--- src/rtl/wgs_defs.svh ---
`ifndef WGS_DEFS_SVH
`define WGS_DEFS_SVH

// ********************************************************************
// Register byte offsets
// ********************************************************************
`define WGS_OFS_CLKSEL  12'h000
`define WGS_OFS_DATSEL  12'h004
`define WGS_OFS_STEER   12'h008
`define WGS_OFS_MODEPOL 12'h00c

// ********************************************************************
// Reset values and field positions
// ********************************************************************
`define WGS_RST_CLKSEL  1'h0
`define WGS_RST_DATSEL  4'h0
`define WGS_RST_STEER   8'h00
`define WGS_RST_STEER_ACT 4'h0
`define WGS_RST_MODE    3'h0
`define WGS_RST_POL     4'h0
`define WGS_POS_MODE    0
`define WGS_POS_POL     8
`define WGS_POS_DIN     16

// ********************************************************************
// Mode codes
// ********************************************************************
`define WGS_MODE_ASYNC  3'h0
`define WGS_MODE_SYNC   3'h1

// ********************************************************************
// Data input source codes
// ********************************************************************
`define WGS_SRC_PIN     4'h0
`define WGS_SRC_CMP1    4'h1
`define WGS_SRC_CMP2    4'h2
`define WGS_SRC_CCU1    4'h3
`define WGS_SRC_CCU2    4'h4
`define WGS_SRC_PWU5    4'h7
`define WGS_SRC_PWU6    4'h8
`define WGS_SRC_NCO     4'h9
`define WGS_SRC_LC1     4'ha
`define WGS_SRC_LC2     4'hb
`define WGS_SRC_RSV5    4'h5
`define WGS_SRC_RSV6    4'h6

`endif

--- src/rtl/wgs_pkg.sv ---
`include "wgs_defs.svh"

package wgs_pkg;

    // Candidate data input signals
    typedef struct packed {
        logic remapped_pin_input;
        logic comparator_one_result;
        logic comparator_two_result;
        logic capture_compare_unit_one;
        logic capture_compare_unit_two;
        logic pulse_width_unit_five;
        logic pulse_width_unit_six;
        logic numeric_oscillator_out;
        logic logic_cell_one_out;
        logic logic_cell_two_out;
    } wgs_src_t;

    // Whole state of the block
    typedef struct packed {
        logic        clk_sel;
        logic [3:0]  src_sel;
        logic [7:0]  steer;
        logic [3:0]  steer_act;
        logic [2:0]  mode;
        logic [3:0]  pol;
        logic        din;
        logic [3:0]  outs;
        logic [31:0] rdata;
        logic        ready;
        logic        err;
    } wgs_state_t;

endpackage

--- src/rtl/wgs_steer.sv ---
// Functional notes
// - Clock select bit 0 clear clocks the generator from the system oscillator.
// - Clock select set uses fast internal oscillator, which keeps running in sleep.
// - Four-bit input source field in low bits of data select register.
// - Source codes map pin, comparators, capture units, pulse units, oscillator, cells.
// - Unused upper bits of clock and data select registers read zero.
// - Steer enable set passes polarity-adjusted data input to that output.
// - In either steering mode, steer enable clear forces output to its override bit, bits 7..4.
// - Each of the four outputs has its own steering enable bit.
// - In synchronous steering mode the steering enables are double-buffered.
`timescale 1ns/100ps
`default_nettype none
`include "wgs_defs.svh"

module wgs_steer (
    input  wire logic            pclk,
    input  wire logic            presetn,
    input  wire logic            psel,
    input  wire logic            penable,
    input  wire logic            pwrite,
    input  wire logic [11:0]     paddr,
    input  wire logic [31:0]     pwdata,
    output logic [31:0]          prdata,
    output logic                 pready,
    output logic                 pslverr,
    input  wire logic            sys_osc_tick,
    input  wire logic            fast_osc_tick,
    input  wire logic            sleep_mode,
    input  wire wgs_pkg::wgs_src_t src,
    output logic                 generator_output_a,
    output logic                 generator_output_b,
    output logic                 generator_output_c,
    output logic                 generator_output_d,
    output logic                 data_input_level
);
    import wgs_pkg::*;

    wgs_state_t st_q;
    wgs_state_t st_d;
    logic       gen_tick;
    logic       data_now;
    logic       steering;
    logic       sync_mode;
    logic       din_rise;
    logic [3:0] en_eff;
    logic [3:0] out_calc;

    // ****************************************************************
    // Generator clock enable
    // ****************************************************************

    // oscillator select path
    // System oscillator stops in sleep, the fast one keeps ticking
    assign gen_tick = st_q.clk_sel ? fast_osc_tick
                                   : (sys_osc_tick & ~sleep_mode);

    // ****************************************************************
    // Data input selection
    // ****************************************************************

    // source code mapping
    // Reserved codes feed a constant low
    always_comb begin
        if (st_q.src_sel == `WGS_SRC_PIN) begin
            data_now = src.remapped_pin_input;
        end else if (st_q.src_sel == `WGS_SRC_CMP1) begin
            data_now = src.comparator_one_result;
        end else if (st_q.src_sel == `WGS_SRC_CMP2) begin
            data_now = src.comparator_two_result;
        end else if (st_q.src_sel == `WGS_SRC_CCU1) begin
            data_now = src.capture_compare_unit_one;
        end else if (st_q.src_sel == `WGS_SRC_CCU2) begin
            data_now = src.capture_compare_unit_two;
        end else if (st_q.src_sel == `WGS_SRC_PWU5) begin
            data_now = src.pulse_width_unit_five;
        end else if (st_q.src_sel == `WGS_SRC_PWU6) begin
            data_now = src.pulse_width_unit_six;
        end else if (st_q.src_sel == `WGS_SRC_NCO) begin
            data_now = src.numeric_oscillator_out;
        end else if (st_q.src_sel == `WGS_SRC_LC1) begin
            data_now = src.logic_cell_one_out;
        end else if (st_q.src_sel == `WGS_SRC_LC2) begin
            data_now = src.logic_cell_two_out;
        end else begin
            data_now = 1'b0;
        end
    end

    // ****************************************************************
    // Steering
    // ****************************************************************

    // Mode decode and data edge seen at a generator tick
    assign sync_mode = (st_q.mode == `WGS_MODE_SYNC);
    assign steering  = (st_q.mode == `WGS_MODE_ASYNC) | sync_mode;
    assign din_rise  = gen_tick & data_now & ~st_q.din;

    // buffered enables
    // In sync mode the held value is used until a data rising edge
    assign en_eff = !sync_mode ? st_q.steer[3:0]
                  : (din_rise ? st_q.steer[3:0] : st_q.steer_act);

    genvar gi;
    generate
        for (gi = 0; gi < 4; gi++) begin : g_out
            assign out_calc[gi] = (!steering || en_eff[gi])
                                ? (data_now ^ st_q.pol[gi])
                                : st_q.steer[4 + gi];
        end
    endgenerate

    // ****************************************************************
    // Next state
    // ****************************************************************

    // Bus slave, register writes and output update
    always_comb begin
        st_d       = st_q;
        st_d.ready = 1'b0;
        st_d.err   = 1'b0;
        if (!sync_mode) begin
            st_d.steer_act = st_q.steer[3:0];
        end else if (din_rise) begin
            st_d.steer_act = st_q.steer[3:0];
        end
        if (gen_tick) begin
            st_d.din  = data_now;
            st_d.outs = out_calc;
        end
        // Setup phase: decode and prepare the answer
        if (psel && !penable) begin
            st_d.ready = 1'b1;
            st_d.rdata = 32'h0000_0000;
            if (paddr == `WGS_OFS_CLKSEL) begin
                st_d.rdata[0] = st_q.clk_sel;
            end else if (paddr == `WGS_OFS_DATSEL) begin
                st_d.rdata[3:0] = st_q.src_sel;
            end else if (paddr == `WGS_OFS_STEER) begin
                st_d.rdata[7:0] = st_q.steer;
            end else if (paddr == `WGS_OFS_MODEPOL) begin
                st_d.rdata[`WGS_POS_MODE +: 3] = st_q.mode;
                st_d.rdata[`WGS_POS_POL +: 4]  = st_q.pol;
                st_d.rdata[`WGS_POS_DIN]       = st_q.din;
            end else begin
                st_d.err = 1'b1;
            end
        end
        // Access phase: the write lands on the completing edge
        if (psel && penable && st_q.ready && pwrite && !st_q.err) begin
            if (paddr == `WGS_OFS_CLKSEL) begin
                st_d.clk_sel = pwdata[0];
            end else if (paddr == `WGS_OFS_DATSEL) begin
                st_d.src_sel = pwdata[3:0];
            end else if (paddr == `WGS_OFS_STEER) begin
                st_d.steer = pwdata[7:0];
            end else if (paddr == `WGS_OFS_MODEPOL) begin
                st_d.mode = pwdata[`WGS_POS_MODE +: 3];
                st_d.pol  = pwdata[`WGS_POS_POL +: 4];
            end
        end
    end

    // State register
    always_ff @(posedge pclk or negedge presetn) begin
        if (!presetn) begin
            st_q           <= '0;
            st_q.clk_sel   <= `WGS_RST_CLKSEL;
            st_q.src_sel   <= `WGS_RST_DATSEL;
            st_q.steer     <= `WGS_RST_STEER;
            st_q.steer_act <= `WGS_RST_STEER_ACT;
            st_q.mode      <= `WGS_RST_MODE;
            st_q.pol       <= `WGS_RST_POL;
        end else begin
            st_q <= st_d;
        end
    end

    // ****************************************************************
    // Outputs
    // ****************************************************************

    // All outputs straight from the state register
    assign prdata             = st_q.rdata;
    assign pready             = st_q.ready;
    assign pslverr            = st_q.err;
    assign generator_output_a = st_q.outs[0];
    assign generator_output_b = st_q.outs[1];
    assign generator_output_c = st_q.outs[2];
    assign generator_output_d = st_q.outs[3];
    assign data_input_level   = st_q.din;
endmodule

`default_nettype wire

--- config.mk ---
export PLATFORM = sky130hd
export DESIGN_NAME = wgs_steer
export DESIGN_NICKNAME = d
export VERILOG_FILES = /design/src/rtl/wgs_pkg.sv /design/src/rtl/wgs_steer.sv
export VERILOG_INCLUDE_DIRS = /design/src /design/src/rtl
export SDC_FILE = /design/constraint.sdc
export NUM_CORES = 1
export LEC_CHECK = 0
export ABC_AREA = 1
export BUFFER_PORTS_ARGS = -buffer_cell sky130_fd_sc_hd__buf_2
export CAP_MARGIN = 25
export CORE_MARGIN = 4
export CORE_UTILIZATION = 50
export CTS_BUF_LIST = sky130_fd_sc_hd__clkbuf_2 sky130_fd_sc_hd__clkbuf_4 sky130_fd_sc_hd__clkbuf_8
export DETAILED_ROUTE_END_ITERATION = 10
export PLACE_DENSITY_LB_ADDON = 0.08
export SYNTH_ARGS = -nofsm -noshare
export SYNTH_HDL_FRONTEND = slang
export SYNTH_SLANG_ARGS = --single-unit
--- constraint.sdc ---
create_clock -name pclk -period 2.08 [get_ports pclk]
set_input_delay 0.416 -clock pclk [delete_from_list [all_inputs] [get_ports pclk]]
set_output_delay 0.416 -clock pclk [all_outputs]
set_load 0.005 [all_outputs]
# == Word level (Yosys, flattened, before mapping) ==
# Index checks and enable logic that the tools add are counted.
# totals
reg_bits,44
in_bits,62
out_inout_bits,39
word_cells,91
# op_classes
n_eq_ne,13
muxes,35
n_bitwise,13
n_reduce_logical,19
# ops
cell,count
12-bit by 4-bit == test with 1-bit output (second input constant),2
1-bit 2-to-1 mux,24
4-bit 2-to-1 mux,5
4-bit == test (second input constant),4
12-bit by 3-bit == test with 1-bit output (second input constant),1
12-bit logical NOT,1
11-bit 2-to-1 mux,1
4-bit by 2-bit == test with 1-bit output (second input constant),2
4-bit by 3-bit == test with 1-bit output (second input constant),2
8-bit 2-to-1 mux,1
3-bit 2-to-1 mux,2
1-bit logical AND,5
5-bit 2-to-1 mux,1
1-bit inverter,5
5-bit AND reduction,1
4-bit by 1-bit == test with 1-bit output (second input constant),1
4-bit logical NOT,1
1-bit logical OR,4
4-bit AND reduction,1
1-bit bitwise XOR,4
1-bit AND,3
3-bit by 1-bit == test with 1-bit output (second input constant),1
1-bit logical NOT,3
3-bit logical NOT,1
4 further kinds,4

# == Logic depth before layout (Yosys ltp) ==
# logic_depth
depth_word,17
depth_mapped,18
depth_no_buf,17

# == Least setup slack after synthesis ==
# Ideal clock, no wire load.
# synth_timing
path_type,input to register
start,in paddr[11]
end,reg st_q[44] (netlist bit)
setup_ns,0.121
arrival_time_ns,1.555
t_required_ns,1.959
slack_ns,0.404
path_stages,9
n_path_buf,1
path_cell_list,nor2_1 > nand2_1 > nor2_2 > inv_2 > nor4_4 > nand2_2 > buf_2 > nand2_1 > o21ai_1
# synth_via
elab_chain_len,3
word_cells_on_any_way,8
cone_classes,3 x eq/ne; 3 x bitwise; 2 x reduce/logical
# synth_lines
element,line_no,source
from (decl),wgs_steer.sv:21,"input wire logic [11:0] paddr,"
12-bit by 4-bit == test with 1-bit output (no source line) (tied with other cells),-,
1-bit inverter (no source line),-,
5-bit AND reduction (no source line) *,-,
to (signal assigned),wgs_steer.sv:174,st_q <= st_d;
to (decl),wgs_steer.sv:38,wgs_state_t st_q;
# Mark *: on every way between the ends. The rest lies on a longest branch, timed or not.
# A chain may end at the register's enable or synchronous reset.

# == Worst setup path in the final report ==
# layout_timing
start,reg st_q[58] (netlist bit)
end,"reg st_q, in the netlist generator_output_d"
# layout_via
elab_chain_len,17
word_cells_on_any_way,27
cone_classes,9 x eq/ne; 13 x mux; 3 x bitwise; 2 x reduce/logical
# layout_lines
element,line_no,source
4-bit == test (no source line),-,
1-bit 2-to-1 mux,wgs_steer.sv:82,end else if (st_q.src_sel == `WGS_SRC_LC2) begin
1-bit 2-to-1 mux,wgs_steer.sv:80,end else if (st_q.src_sel == `WGS_SRC_LC1) begin
1-bit 2-to-1 mux,wgs_steer.sv:78,end else if (st_q.src_sel == `WGS_SRC_NCO) begin
1-bit 2-to-1 mux,wgs_steer.sv:76,end else if (st_q.src_sel == `WGS_SRC_PWU6) begin
1-bit 2-to-1 mux,wgs_steer.sv:74,end else if (st_q.src_sel == `WGS_SRC_PWU5) begin
1-bit 2-to-1 mux,wgs_steer.sv:72,end else if (st_q.src_sel == `WGS_SRC_CCU2) begin
1-bit 2-to-1 mux,wgs_steer.sv:70,end else if (st_q.src_sel == `WGS_SRC_CCU1) begin
1-bit 2-to-1 mux,wgs_steer.sv:68,end else if (st_q.src_sel == `WGS_SRC_CMP2) begin
1-bit 2-to-1 mux,wgs_steer.sv:66,end else if (st_q.src_sel == `WGS_SRC_CMP1) begin
1-bit 2-to-1 mux *,wgs_steer.sv:64,if (st_q.src_sel == `WGS_SRC_PIN) begin
1-bit AND (2 in series),wgs_steer.sv:96,assign din_rise = gen_tick & data_now & ~st_q.din;
4-bit 2-to-1 mux (2 in series),-,
1-bit logical OR,wgs_steer.sv:106,assign out_calc[gi] = (!steering || en_eff[gi])
1-bit 2-to-1 mux *,wgs_steer.sv:107,? (data_now ^ st_q.pol[gi])
# Marked as above.

==> impl_metrics.json <==
{
  "status": "complete, no violations",
  "fin_skew_ps": 7.88,
  "die_area_um2": 6050,
  "clock_tree.root_cell": "clkbuf_8",
  "wl_met2_um": 2390,
  "switching_power_mw": 0.410,
  "synth_area_leader_cell": "dfrtp_1",
  "wl_per_cell_um": 12.5,
  "synth_area_leaders": "dfrtp_1 45%, nand2_1 10%, buf_4 9.9%",
  "syn2layout_area_growth_pct": 16.2,
  "finalHoldViolCount": 0,
  "crit_fanout": 6,
  "synthCells": 294,
  "fin_crit_sh": 0.889,
  "path_class": "register to register",
  "core_area_um2": 4720,
  "tns_ps": 0,
  "drtIter0Drc": 83,
  "hold-worst-slack_ps": 31.8,
  "synth_common_cells": "65 x nand2_1, 44 x dfrtp_1, 32 x buf_4, 24 x inv_1, 23 x nor2_1",
  "relSlewSlack": 0.626,
  "clk_path_buf_depth": 2,
  "dpl_cell_area_um2": 2670,
  "antenna_cells": 0,
  "vdd_drop_max_mv": 0.599,
  "htree_levels": 2,
  "reg2reg_from": "st_q[58]",
  "syn_area_um2": 2430,
  "std_cell_rows": 25,
  "cp.arrival_ps": 2090,
  "clk_latency_ps": 300,
  "wl_met1_um": 2500,
  "cts.clk_slew.worst_paths_ps": 80,
  "ys_warn_count": 0,
  "r2r_slack_ps": 230,
  "wirelength_um": 5230,
  "chipHeight_um": 77.8,
  "setup_viol": 0,
  "drive_above_1_share": 0.283,
  "drtPass1Iterations": 4,
  "final_net_count": 411,
  "seq_area_frac_synth": 0.452,
  "boundaryPins": 101,
  "synth_ff_type": "dfrtp_1",
  "fmax_mhz": 541,
  "async_flop_share": 1.00,
  "syn_avg_cell_area_um2": 8.28,
  "cts.sinks": 44,
  "sequentialPowerShare": 0.454,
  "power_frac_comb": 0.084,
  "p_clk_frac": 0.462,
  "hold_class": "input pin to asynchronous set/reset pin",
  "num_vias": 1980,
  "p_int_mw": 1.55,
  "dp_hpwl_um": 4020,
  "route.met3.wl_um": 279,
  "layout_setup_ws_ps": 231,
  "rr_worst_depth": 17,
  "io_buffers": 61,
  "synth_top_area_share": 0.452,
  "grt-ovfl-total": 0,
  "drv_slew": 0,
  "synth_seq_cells": 44,
  "startpoint_type": "register",
  "synth_most_common_cell": "nand2_1",
  "setup.worst_path.end_class": "register",
  "gp_congestion": 0.798,
  "die_w_um": 77.8,
  "utilization": 0.599,
  "period_minus_slack_ps": 1850,
  "rsz0062_at_grt": "no",
  "worst_slew_pin_slew_ps": 558,
  "place_ws_ps": 146,
  "p_leak_nw": 1.49,
  "yosysUniqueCellTypes": 36,
  "drcViolationCount": 0,
  "antenna_found_initial": 0,
  "grt_pass1_wl_um": 8560,
  "worstPathRequired_ps": 2320,
  "vias_per_cell": 4.75,
  "synth_edf_count": 0,
  "postCtsHoldBufs": 0,
  "cts_made_buffers": 5,
  "cts_tree": "yes",
  "grt_pass1_vias": 1848,
  "final_area_um2": 2830,
  "post_cts_buffers": 0,
  "grt_max_degree": 19,
  "routed.top_layer": "met4",
  "r2r-end": "generator_output_d",
  "initial_core_util": 0.515,
  "detail-route-antenna-nets": 0,
  "post_cts_resized": 0,
  "p_per_area_nw_per_um2": 691,
  "cap_viol_max_count": 0,
  "swShare": 0.209,
  "grt_usage": 0.178
}
through the flow:
step,cells,power (mW)
detailed placement,409,1.07
CTS,417,1.97
global placement,409,1.07
floorplan,312,1.01
finish,417,1.96
global route,417,2.03
worst max path at each step:
stage,startpoint,end,slack [ps]
after floorplan,paddr[11],st_q[44],400
after global placement,st_q[59],generator_output_d,200
after detailed placement,st_q[59],generator_output_c,150
after CTS,st_q[59],generator_output_c,140
after global routing,st_q[58],generator_output_d,10
final,st_q[58],generator_output_d,230
final cells by class:
cell class | instances | area [µm²]
clock buffers | 5 | 68.8
repair buffers | 67 | 350
multi-input cells | 200 | 1010
well taps | 67 | 83.8
fillers | 433 | 1890
flip-flops and latches | 44 | 1100
inverters | 31 | 121
clock inverters | 3 | 90.1
cell families after synthesis:
kind of cell / share of synthesized area
xor gates and xnor gates: 0.0144
DFF: 0.452
buffers and inverters: 0.160
AOI/OAI and AO/OA: 0.0940
other: 0.00154
and+or+nand+nor: 0.278
layout by cell type, fill, tap and decap left out, types with 3 or more instances in the layout:
cell,n
conb_1,19
buf_2,61
clkbuf_8,5
inv_2,5
nand2_1,65
xor2_1,4
nand2_4,3
o31ai_1,7
o21ai_0,8
nor3_1,4
bufinv_16,3
nor2_2,3
o21ai_1,8
inv_1,24
buf_4,6
dfrtp_1,43
a21oi_1,8
nand3_1,20
nand2_2,6
nand4_1,9
nor2_1,23
power by group through the flow:
stage / registers (mW) / logic [mW] / clock network (mW)
4_1_cts: 0.889 / 0.166 / 0.912
6_report: 0.888 / 0.165 / 0.903
3_3_place_gp: 0.905 / 0.165 / 0
5_1_grt: 0.892 / 0.189 / 0.949
3_5_place_dp: 0.906 / 0.166 / 0
2_1_floorplan: 0.906 / 0.108 / 0
routing by layer:
metal	GRT usage	up-vias
met4	0.0480	0
met5	0	-
met2	0.274	48
met1	0.249	913
met3	0.0429	7
li1	-	1012
critical path, cell delays in order (launching register included):
cell,delay (ps)
dfrtp_1,460
inv_2,150
nand2_4,70
nor2_2,100
nor2_2,40
nand2_1,50
nand2_1,40
nand2_1,70
nand3_2,70
nand2_2,70
nand2_4,90
nand3_4,110
nand2_4,80
nand2_2,100
nand3_1,70
nand2_1,90
nand3_1,70
nand2_1,60
state kept, by name, summed over array words and instances, names as in the netlist:
name	cells
pready	1
generator_output_a	1
prdata	13
data_input_level	1
generator_output_b	1
st_q	24
generator_output_d	1
pslverr	1
generator_output_c	1
Power figures use the tool's default switching activity.
